### config.mk
export PLATFORM = sky130hd
export DESIGN_NAME = qdwfd_top
export DESIGN_NICKNAME = d
export VERILOG_FILES = /design/src/qdwfd_pkg.sv /design/src/qdwfd_channel.sv /design/src/qdwfd_top.sv
export VERILOG_INCLUDE_DIRS = /design/src
export SDC_FILE = /design/constraint.sdc
export NUM_CORES = 1
export LEC_CHECK = 0
export BUFFER_PORTS_ARGS = -buffer_cell sky130_fd_sc_hd__buf_2
export CAP_MARGIN = 20
export CORE_MARGIN = 2
export CORE_UTILIZATION = 24
export DETAILED_ROUTE_END_ITERATION = 10
export GPL_ROUTABILITY_DRIVEN = 0
export SLEW_MARGIN = 10
export SYNTH_ARGS = -nofsm -noshare
export SYNTH_HDL_FRONTEND = slang
export SYNTH_SLANG_ARGS = --single-unit
### constraint.sdc
create_clock -name mclk -period 2.9 [get_ports mclk]
set_input_delay 0.145 -clock mclk [delete_from_list [all_inputs] [get_ports mclk]]
set_output_delay 0.145 -clock mclk [all_outputs]
set_load 0.02 [all_outputs]
### src/qdwfd_regs.svh
// Purpose: named constants for the write frame decoder
// Assumes: 24-bit frames, bit 23 first field
// Notes: included by the qdwfd_channel and qdwfd_top modules
`ifndef QDWFD_REGS_SVH
`define QDWFD_REGS_SVH
`define QDWFD_RW_BIT 23
`define QDWFD_TADDR_HI 22
`define QDWFD_TADDR_LO 21
`define QDWFD_GRP_HI 20
`define QDWFD_GRP_LO 18
`define QDWFD_CH_HI 17
`define QDWFD_CH_LO 16
`define QDWFD_DATA_HI 15
`define QDWFD_CSEL_HI 15
`define QDWFD_CSEL_LO 13
`define QDWFD_CDATA_HI 12
`define QDWFD_GRP_DATA 3'h0
`define QDWFD_GRP_GAIN 3'h2
`define QDWFD_GRP_GAIN_ALL 3'h3
`define QDWFD_GRP_OFFS 3'h4
`define QDWFD_GRP_OFFS_ALL 3'h5
`define QDWFD_GRP_CLR 3'h6
`define QDWFD_GRP_CTRL 3'h7
`define QDWFD_CSEL_SLEW 3'h0
`define QDWFD_CSEL_MAIN 3'h1
`define QDWFD_CSEL_DACCTL 3'h2
`define QDWFD_CSEL_DCDC 3'h3
`define QDWFD_CSEL_SW 3'h4
`define QDWFD_GAIN_RST 16'hffff
`define QDWFD_OFFS_RST 16'h8000
`define QDWFD_CLR_RST 16'h0000
`define QDWFD_DATA_RST 16'h0000
`define QDWFD_MAIN_RST 16'h0000
`define QDWFD_MAIN_MASK 16'h1f70
`define QDWFD_MAIN_POLARITY 12
`define QDWFD_MAIN_READBACK 11
`define QDWFD_MAIN_WDOG 10
`define QDWFD_MAIN_TSEL_HI 9
`define QDWFD_MAIN_TSEL_LO 8
`define QDWFD_MAIN_SHORT 6
`define QDWFD_MAIN_OUTEN 5
`define QDWFD_MAIN_PWR 4
`define QDWFD_CTL13_RST 13'h0000
`define QDWFD_CLREN_BIT 0
`endif

### src/qdwfd_pkg.sv
// Purpose: shared types of the write frame decoder
// Assumes: four channels of 16-bit registers
// Notes: constants live in qdwfd_regs.svh
package qdwfd_pkg;
    typedef logic [15:0] qdwfd_word_t;
    typedef logic [1:0] qdwfd_chan_t;
endpackage

### src/qdwfd_channel.sv
// Purpose: one channel's register set
// Assumes: write strobes come from the frame decoder
// Notes: holds gain, offset, clear code, data, dac control and slew control
`timescale 1ns/1ps
`include "qdwfd_regs.svh"
module qdwfd_channel
    import qdwfd_pkg::*;
(
    // clock and reset
    input wire logic mclk,
    input wire logic reset_n,
    // write strobes and data
    input wire logic wrData,
    input wire logic wrGain,
    input wire logic wrOffs,
    input wire logic wrClr,
    input wire logic wrDacCtl,
    input wire logic wrSlew,
    input wire qdwfd_pkg::qdwfd_word_t wrWord,
    // register contents
    output qdwfd_pkg::qdwfd_word_t dataVal,
    output qdwfd_pkg::qdwfd_word_t gainVal,
    output qdwfd_pkg::qdwfd_word_t offsVal,
    output qdwfd_pkg::qdwfd_word_t clrVal,
    output logic [12:0] dacCtlVal,
    output logic [12:0] slewVal
);
    import qdwfd_pkg::*;
    typedef struct packed {
        qdwfd_word_t data;
        qdwfd_word_t gain;
        qdwfd_word_t offs;
        qdwfd_word_t clr;
        logic [12:0] dacCtl;
        logic [12:0] slew;
    } qdwfd_chan_st_t;
    qdwfd_chan_st_t st_q, st_d;

    // next state of the channel registers
    always_comb begin
        st_d = st_q;
        if (wrData) st_d.data = wrWord;
        if (wrGain) st_d.gain = wrWord;
        if (wrOffs) st_d.offs = wrWord;
        if (wrClr) st_d.clr = wrWord;
        if (wrDacCtl) st_d.dacCtl = wrWord[`QDWFD_CDATA_HI:0];
        if (wrSlew) st_d.slew = wrWord[`QDWFD_CDATA_HI:0];
    end

    // register stage with reset values
    always_ff @(posedge mclk) begin
        if (!reset_n) begin
            st_q.data <= `QDWFD_DATA_RST;
            st_q.gain <= `QDWFD_GAIN_RST;
            st_q.offs <= `QDWFD_OFFS_RST;
            st_q.clr <= `QDWFD_CLR_RST;
            st_q.dacCtl <= `QDWFD_CTL13_RST;
            st_q.slew <= `QDWFD_CTL13_RST;
        end else begin
            st_q <= st_d;
        end
    end

    assign dataVal = st_q.data;
    assign gainVal = st_q.gain;
    assign offsVal = st_q.offs;
    assign clrVal = st_q.clr;
    assign dacCtlVal = st_q.dacCtl;
    assign slewVal = st_q.slew;
endmodule

### src/qdwfd_top.sv
// Purpose: decode 24-bit write frames into channel and shared registers
// Assumes: frameValid is a one-cycle strobe from serial logic on mclk
// Notes: clear input and straps are pins and are synchronised here
//        channel outputs show two edges after the taking edge, shared ones one
`timescale 1ns/1ps
`include "qdwfd_regs.svh"
module qdwfd_top
    import qdwfd_pkg::*;
(
    // clock and reset
    input wire logic mclk,
    input wire logic reset_n,
    // frame input
    input wire logic frameValid,
    input wire logic [23:0] frameWord,
    // pins
    input wire logic addressStrapHi,
    input wire logic addressStrapLo,
    input wire logic clearPin,
    // channel outputs, channel A in the low word
    output logic [63:0] chanOutCode,
    output logic [63:0] chanGain,
    output logic [63:0] chanOffset,
    output logic [63:0] chanDacCtl,
    output logic [63:0] chanSlew,
    // shared outputs
    output logic outputPolarityOption,
    output logic statusReadbackEnable,
    output logic watchdogEnableBit,
    output logic [1:0] timeoutSelect,
    output logic shortLimitSelect,
    output logic outputEnableAllChannels,
    output logic converterPowerAllChannels,
    output logic [12:0] converterCtl,
    output logic [12:0] softwareReg,
    output logic softwareWritePulse
);
    import qdwfd_pkg::*;
    typedef struct packed {
        logic [1:0] strapSync1;
        logic [1:0] strapSync2;
        logic clrSync1;
        logic clrSync2;
        qdwfd_word_t mainCtl;
        logic [12:0] dcdc;
        logic [12:0] sw;
        logic swPulse;
        logic [63:0] outCode;
        logic [63:0] gain;
        logic [63:0] offs;
        logic [63:0] dacCtl;
        logic [63:0] slew;
    } qdwfd_top_st_t;
    qdwfd_top_st_t st_q, st_d;

    logic [15:0] dataVal [4];
    logic [15:0] gainVal [4];
    logic [15:0] offsVal [4];
    logic [15:0] clrVal [4];
    logic [12:0] dacCtlVal [4];
    logic [12:0] slewVal [4];
    logic [3:0] wrData, wrGain, wrOffs, wrClr, wrDacCtl, wrSlew;

    // frame fields
    logic [2:0] grp;
    logic [2:0] csel;
    qdwfd_chan_t chan;
    qdwfd_word_t word;
    logic hit;
    logic [3:0] chanHot;
    assign grp = frameWord[`QDWFD_GRP_HI:`QDWFD_GRP_LO];
    assign csel = frameWord[`QDWFD_CSEL_HI:`QDWFD_CSEL_LO];
    assign chan = frameWord[`QDWFD_CH_HI:`QDWFD_CH_LO];
    assign word = frameWord[`QDWFD_DATA_HI:0];
    // address match against synchronised straps, write flag low
    assign hit = frameValid && !frameWord[`QDWFD_RW_BIT]
        && (frameWord[`QDWFD_TADDR_HI:`QDWFD_TADDR_LO] == st_q.strapSync2);
    assign chanHot = 4'h1 << chan;

    // per-channel write strobes
    always_comb begin
        wrData = 4'h0;
        wrGain = 4'h0;
        wrOffs = 4'h0;
        wrClr = 4'h0;
        wrDacCtl = 4'h0;
        wrSlew = 4'h0;
        if (hit) begin
            // broadcast groups ignore the channel bits
            case (grp)
                `QDWFD_GRP_DATA: wrData = chanHot;
                `QDWFD_GRP_GAIN: wrGain = chanHot;
                `QDWFD_GRP_GAIN_ALL: wrGain = 4'hf;
                `QDWFD_GRP_OFFS: wrOffs = chanHot;
                `QDWFD_GRP_OFFS_ALL: wrOffs = 4'hf;
                `QDWFD_GRP_CLR: wrClr = chanHot;
                `QDWFD_GRP_CTRL: begin
                    case (csel)
                        `QDWFD_CSEL_SLEW: wrSlew = chanHot;
                        `QDWFD_CSEL_DACCTL: wrDacCtl = chanHot;
                        default: begin
                        end
                    endcase
                end
                default: begin
                end
            endcase
        end
    end

    // one register set per channel, channel A at index 0
    genvar gi;
    generate
        for (gi = 0; gi < 4; gi++) begin : g_chan
            qdwfd_channel u_chan (
                .mclk(mclk),
                .reset_n(reset_n),
                .wrData(wrData[gi]),
                .wrGain(wrGain[gi]),
                .wrOffs(wrOffs[gi]),
                .wrClr(wrClr[gi]),
                .wrDacCtl(wrDacCtl[gi]),
                .wrSlew(wrSlew[gi]),
                .wrWord(word),
                .dataVal(dataVal[gi]),
                .gainVal(gainVal[gi]),
                .offsVal(offsVal[gi]),
                .clrVal(clrVal[gi]),
                .dacCtlVal(dacCtlVal[gi]),
                .slewVal(slewVal[gi])
            );
        end
    endgenerate

    // shared registers, synchronisers and output stage
    always_comb begin
        st_d = st_q;
        // two-flop synchronisers for the strap and clear pins
        st_d.strapSync1 = {addressStrapHi, addressStrapLo};
        st_d.strapSync2 = st_q.strapSync1;
        st_d.clrSync1 = clearPin;
        st_d.clrSync2 = st_q.clrSync1;
        // the software strobe stands for one cycle only
        st_d.swPulse = 1'b0;
        // shared control registers; undefined selects fall through unchanged
        if (hit && grp == `QDWFD_GRP_CTRL) begin
            case (csel)
                `QDWFD_CSEL_MAIN: st_d.mainCtl = word & `QDWFD_MAIN_MASK;
                `QDWFD_CSEL_DCDC: st_d.dcdc = word[`QDWFD_CDATA_HI:0];
                `QDWFD_CSEL_SW: begin
                    st_d.sw = word[`QDWFD_CDATA_HI:0];
                    st_d.swPulse = 1'b1;
                end
                default: begin
                end
            endcase
        end
        // channel outputs are re-registered here, one edge behind the channel
        for (int i = 0; i < 4; i++) begin
            // clear forces the clear code where the channel enables it
            if (st_q.clrSync2 && dacCtlVal[i][`QDWFD_CLREN_BIT]) begin
                st_d.outCode[i*16 +: 16] = clrVal[i];
            end else begin
                st_d.outCode[i*16 +: 16] = dataVal[i];
            end
            st_d.gain[i*16 +: 16] = gainVal[i];
            st_d.offs[i*16 +: 16] = offsVal[i];
            st_d.dacCtl[i*16 +: 16] = {3'h0, dacCtlVal[i]};
            st_d.slew[i*16 +: 16] = {3'h0, slewVal[i]};
        end
    end

    // register stage; the synchronisers clear in reset and refill after it
    always_ff @(posedge mclk) begin
        if (!reset_n) begin
            st_q <= '0;
            st_q.mainCtl <= `QDWFD_MAIN_RST;
            st_q.gain <= {4{`QDWFD_GAIN_RST}};
            st_q.offs <= {4{`QDWFD_OFFS_RST}};
        end else begin
            st_q <= st_d;
        end
    end

    // outputs straight from flip-flops
    assign chanOutCode = st_q.outCode;
    assign chanGain = st_q.gain;
    assign chanOffset = st_q.offs;
    assign chanDacCtl = st_q.dacCtl;
    assign chanSlew = st_q.slew;
    assign outputPolarityOption = st_q.mainCtl[`QDWFD_MAIN_POLARITY];
    assign statusReadbackEnable = st_q.mainCtl[`QDWFD_MAIN_READBACK];
    assign watchdogEnableBit = st_q.mainCtl[`QDWFD_MAIN_WDOG];
    assign timeoutSelect = st_q.mainCtl[`QDWFD_MAIN_TSEL_HI:`QDWFD_MAIN_TSEL_LO];
    assign shortLimitSelect = st_q.mainCtl[`QDWFD_MAIN_SHORT];
    assign outputEnableAllChannels = st_q.mainCtl[`QDWFD_MAIN_OUTEN];
    assign converterPowerAllChannels = st_q.mainCtl[`QDWFD_MAIN_PWR];
    assign converterCtl = st_q.dcdc;
    assign softwareReg = st_q.sw;
    assign softwareWritePulse = st_q.swPulse;
endmodule

==> results of run 1 <==
per-layer routing:
metal | vias to the layer above | GRT usage, % | share of wire (%)
li1 | 8197 | - | -
met1 | 7866 | 17.2 | 44
met2 | 462 | 21.4 | 47
met3 | 112 | 2.68 | 5.5
met4 | 2 | 5.01 | 3.2
met5 | - | 0 | 0.018
area by class of cell:
type / count / area, µm² / area share (%)
Timing Repair Buffer: 431 / 2410 / 8.42
Multi-Input combinational cell: 1373 / 7490 / 26.1
Clock inverter: 38 / 458 / 1.60
Sequential cell: 697 / 14000 / 48.7
Tap cell: 1380 / 1730 / 6.02
Clock buffer: 105 / 2210 / 7.72
Inverter: 109 / 414 / 1.44
Antenna cell: 3 / 7.51 / 0.0262
sequential cells by signal, indices dropped and copies added, names as in the netlist, 2 cells and up:
| name | count |
|---|---|
| timeoutSelect | 2 |
| softwareReg | 13 |
| g_chan.u_chan.offsVal | 64 |
| g_chan.u_chan.dacCtlVal | 52 |
| st_d | 3 |
| g_chan.u_chan.gainVal | 64 |
| chanOutCode | 64 |
| st_q | 3 |
| g_chan.u_chan.clrVal | 64 |
| g_chan.u_chan.dataVal | 64 |
| chanDacCtl | 52 |
| chanGain | 64 |
| converterCtl | 13 |
| g_chan.u_chan.slewVal | 52 |
| chanSlew | 52 |
| chanOffset | 64 |
worst max-delay path, cell delays in order, from the launching register on:
cell	delay, ns
dfxtp_1	0.32
xor2_1	0.26
or4_1	0.80
or4b_1	0.81
mux2i_1	0.20
cell families after synthesis:
kind of cell,count (synthesis),share of synthesized area (%)
compound gates,278,5.93
xor+xnor,4,0.140
buf+inv,635,15.0
flops,697,55.8
mux,182,7.32
other cells,1,0.0150
simple gates,885,15.9
cells in the final DEF (no fill, tap or decap), drive strengths merged, types with 8 or more instances in the layout:
master	count
dfxtp	697
buf	423
mux2i	175
nor4	9
dlygate4sd3	8
clkbuf	105
inv	117
nand3	60
nand2b	70
conb	24
o31ai	26
and2	66
nand2	557
clkinv	18
o21ai	101
nor2	84
a21oi	145
or4	8
clkinvlp	8
report_power, final:
| group | switching (mW) | total (mW) | internal (mW) |
|---|---|---|---|
| logic | 0.484 | 0.601 | 0.117 |
| clock network | 4.27 | 10.1 | 5.84 |
| registers | 0.0111 | 9.61 | 9.60 |
timing repair:
item                                   in CTS  in global routing
endpoints found under the hold margin      72                  0
buffers inserted                            0                  0
hold buffers                                8                  0
worst paths after layout:
check | from | to | depth (start not counted)
hold reg to reg | g_chan[2].u_chan.gainVal[4]$_SDFFE_PN1P_ | chanGain[36]$_SDFF_PN1_ | 1
setup reg to reg | st_q[366]$_SDFF_PN0_ | outputPolarityOption$_SDFFE_PN0P_ | 4
setup / recovery | st_q[366]$_SDFF_PN0_ | outputPolarityOption$_SDFFE_PN0P_ | 4
hold / removal | frameWord[8] | g_chan[1].u_chan.clrVal[8]$_SDFFE_PN0P_ | 4
through the flow:
step	total power [mW]	hold slack, ns	worst slack [ns]	utilization (%)	area [µm²]
5_1_grt	21.0	0.0338	0.209	27.7	28700
4_1_cts	20.6	0.000168	0.119	27.7	28700
3_5_place_dp	10.4	0.398	0.126	25.0	25900
6_report	20.3	0.0332	0.346	27.7	28700
3_3_place_gp	10.4	0.397	0.174	25.0	25900
2_1_floorplan	10.1	0.272	0.752	-	25100
synthesized netlist by cell type:
cell type / number / area share (%)
inv_1: 109 / 1.6
nand4bb_1: 3 / 0.14
nand2_1: 557 / 8.4
nor3_2: 2 / 0.080
buf_2: 16 / 0.32
o2111a_1: 1 / 0.045
a21oi_1: 145 / 2.9
o21ba_2: 1 / 0.040
nor4_2: 4 / 0.20
o21ai_1: 10 / 0.20
clkbuf_1: 154 / 2.3
and4_1: 4 / 0.14
mux2_2: 7 / 0.32
or4b_4: 1 / 0.055
buf_4: 352 / 11
mux2i_1: 175 / 7.0
nand3_1: 60 / 1.2
nor3_1: 1 / 0.020
or3b_1: 1 / 0.035
buf_6: 3 / 0.14
o2111ai_1: 4 / 0.14
nand2b_1: 70 / 1.8
nand4_1: 5 / 0.13
nor4bb_1: 4 / 0.16
conb_1: 1 / 0.015
and2_1: 66 / 1.7
or4b_1: 1 / 0.040
nand3b_1: 2 / 0.060
nor4b_1: 1 / 0.035
nor4_1: 5 / 0.13
xnor2_1: 2 / 0.070
nand4b_1: 2 / 0.070
and4b_1: 1 / 0.040
o21ai_0: 91 / 1.8
buf_1: 1 / 0.015
or3_1: 1 / 0.025
o31ai_1: 26 / 0.78
nor2b_1: 2 / 0.050
dfxtp_1: 697 / 56
or4_1: 8 / 0.24
xor2_1: 2 / 0.070
nor2_1: 84 / 1.3
==> impl_metrics.json, run 1 <==
{
  "outcome": "finished clean",
  "fin_worst_skew_ns": 0.0354,
  "clockBufferDepth": 3,
  "fmax_ghz": 0.392,
  "setup_viol": 0,
  "io_buffers": 360,
  "io-pin-count": 385,
  "yosysSeqAreaShare_pct": 55.8,
  "synthCells": 2682,
  "overflow": 0,
  "arrival_ns": 3.04,
  "period_share_pct": 88.1,
  "finalNonFillerCells": 4136,
  "power.leakage_nw": 12.6,
  "cts_root_buf": "clkbuf_16",
  "powerDensity_nw_per_um2": 708,
  "start_util_pct": 24.2,
  "nNetsFinal": 2719,
  "ys.warnings.count": 0,
  "slew_headroom_pct": 36.9,
  "grt_max_degree": 122,
  "required_ns": 3.38,
  "syn_to_final_growth_pct": 14.6,
  "regToRegSetupSlack_ns": 0.35,
  "drive_gt1_share_pct": 21.0,
  "drtAntennaViolNets": 0,
  "syn_area_um2": 25000,
  "core_um2": 103000,
  "die_h_um": 327,
  "synth_area_per_cell_um2": 9.33,
  "ys_ff_latch": 697,
  "rsz0062_at_grt": "no",
  "max-cap-violations": 0,
  "vias": 16600,
  "fin_crit_ns": 2.55,
  "grt_first_pass_wirelength_mm": 104,
  "dp.cells": 3981,
  "chipWidth_um": 327,
  "fill_cells": 10900,
  "hp-class": "input port to flop",
  "hpwl_mm": 48.5,
  "numCtsBuffers": 77,
  "cts.sinks": 697,
  "wl_per_cell_um": 17.7,
  "grt_antenna_before_repair": 13,
  "synthDistinctLibCells": 42,
  "die-area_um2": 107000,
  "startpoint_type": "flop",
  "drc": 0,
  "detail_route.first_pass.iterations": 6,
  "tightest_slew_ns": 0.944,
  "clk_pin_slew_ns": 0.06,
  "first_iter_violations": 1233,
  "vdd_ir_drop_max_v": 0.000362,
  "cts_max_level": 3,
  "criticalPathCategory": "flop to flop",
  "maxSlewViolCount": 0,
  "grt_pass1_vias": 15300,
  "cp-end-kind": "flop",
  "tns_ns": 0,
  "final_hold_viol_count": 0,
  "post_cts_resized": 0,
  "track_usage_pct": 13.2,
  "avgViaCountPerCell": 4.02,
  "cts_tree": "built",
  "clock_latency_ns": 0.65,
  "rows": 118,
  "drt-total-wl_mm": 73.2,
  "worstPathMaxFanout": 8
}
(Power assumes the default switching activity.)
==> run 2, diff against run 1 <==
BUFFER_PORTS_ARGS = -buffer_cell sky130_fd_sc_hd__buf_4   (was -buffer_cell sky130_fd_sc_hd__buf_2)
CORE_ASPECT_RATIO = 2   (was default)
==> impl_metrics.json, run 2 (same netlist as run 1, synthesis figures left out) <==
{
  "io-pin-count": 385,
  "fmax_ghz": 0.363,
  "cts_tree": "built",
  "die_h_um": 461,
  "powerDensity_nw_per_um2": 647,
  "drt-total-wl_mm": 73.7,
  "regToRegSetupSlack_ns": 0.14,
  "grt_first_pass_wirelength_mm": 105,
  "core_um2": 103000,
  "grt_pass1_vias": 15500,
  "die-area_um2": 107000,
  "clockBufferDepth": 3,
  "io_buffers": 360,
  "drc": 0,
  "first_iter_violations": 802,
  "detail_route.first_pass.iterations": 7,
  "grt_antenna_before_repair": 4,
  "avgViaCountPerCell": 4.00,
  "cts_hold_buf": 17,
  "tns_ns": 0,
  "nNetsFinal": 2699,
  "cts_setup_buffers": 0,
  "track_usage_pct": 13.5,
  "overflow": 0,
  "cp-end-kind": "flop",
  "period_share_pct": 95.1,
  "clock_latency_ns": 0.67,
  "clk_pin_slew_ns": 0.07,
  "drtAntennaViolNets": 0,
  "vias": 16300,
  "start_util_pct": 24.2,
  "grt_max_degree": 131,
  "whs_ns": 0.0413,
  "hpwl_mm": 49.2,
  "cts_max_level": 2,
  "vdd_ir_drop_max_v": 0.000634,
  "worstPathMaxFanout": 11,
  "fin_crit_ns": 2.76,
  "slew_headroom_pct": 26.9,
  "chipWidth_um": 232,
  "arrival_ns": 3.27,
  "cts.sinks": 697,
  "fin_worst_skew_ns": 0.0273,
  "startpoint_type": "flop",
  "cts_root_buf": "clkbuf_16",
  "required_ns": 3.42,
  "syn_to_final_growth_pct": 15.8,
  "slowest_delay_ns": 0.83,
  "setup_viol": 0,
  "maxSlewViolCount": 0,
  "post_cts_resized": 0,
  "power.total_mw": 18.7,
  "hp-class": "input port to flop",
  "criticalPathCategory": "flop to flop",
  "rows": 167,
  "power.leakage_nw": 12.5,
  "outcome": "finished clean",
  "drive_gt1_share_pct": 19.7,
  "tightest_slew_ns": 1.09,
  "max-cap-violations": 0,
  "rsz0062_at_grt": "no",
  "wl_per_cell_um": 18.1,
  "crit_chain": "xor2_1, buf_4, or4_1, or4b_1, mux2i_1",
  "layout.cells.most_common": "dfxtp_1",
  "final_hold_viol_count": 0,
  "mostFrequentLayoutCells": "dfxtp_1, nand2_1, buf_4",
  "cp_slowest_cell": "or4_1",
  "numCtsBuffers": 61
}
[run 2: changes by cell type in the layout (fill, tap and decap cells not counted), sizes merged]
cell / before / now
inv: 117 / 115
clkbuf: 105 / 86
clkinv: 18 / 14
buf: 423 / 410
diode: 3 / 1
dlygate4sd3: 8 / 17
bufinv: 4 / 5
clkinvlp: 8 / 4
[run 2: worst paths after layout]
path,endpoint,startpoint,cells after the start
worst max register to register,outputPolarityOption$_SDFFE_PN0P_,st_q[365]$_SDFF_PN0_,5
worst min-delay path,g_chan[2].u_chan.dataVal[6]$_SDFFE_PN0P_,frameWord[6],4
worst min register to register,chanOffset[6]$_SDFF_PN0_,g_chan[0].u_chan.offsVal[6]$_SDFFE_PN0P_,2
worst max-delay path,outputPolarityOption$_SDFFE_PN0P_,st_q[365]$_SDFF_PN0_,5
[run 2: per-layer routing]
metal,global-route usage [%],share of wire (%),vias to the layer above,wire length (µm)
met4,5.18,3.5,2,2590
li1,-,-,8142,-
met3,2.26,5.5,108,4050
met5,0,0.022,-,16
met1,16.3,42,7516,30900
met2,23.6,49,514,36100
[run 2: where the power goes]
| group | switching (mW) | internal [mW] | total [mW] |
|---|---|---|---|
| clock network | 3.90 | 4.62 | 8.51 |
| registers | 0.0131 | 9.59 | 9.61 |
| logic | 0.489 | 0.129 | 0.618 |
| total | 4.40 | 14.3 | 18.7 |
[run 2: through the flow]
stage | std cells | setup slack [ns] | util [%] | cell area [µm²]
after global placement | 3940 | 0.0903 | 25.8 | 26700
final | 4074 | 0.142 | 28.0 | 29000
after detailed placement | 3940 | 0.0473 | 25.8 | 26700
after floorplan | 2705 | 0.752 | - | 25100
after CTS | 4072 | 0.0321 | 28.0 | 29000
after global routing | 4074 | 0.0563 | 28.0 | 29000
[run 2: cell type report]
cell class / instances / area (µm²)
fillers: 10900 / 74500
diodes: 1 / 2.50
well taps: 1352 / 1690
flip-flops and latches: 697 / 14000
clock inverters: 29 / 387
inverters: 109 / 412
multi-input cells: 1373 / 7530
repair buffers: 427 / 3290
clock buffers: 86 / 1700
[run 2: critical path, delay by kind of cell, from the launching register on]
kind | cells | cell delay [ns]
and+or+nand+nor | 2 | 1.63
DFF | 1 | 0.34
xor gates and xnor gates | 1 | 0.21
buffers and inverters | 1 | 0.21
muxes | 1 | 0.19
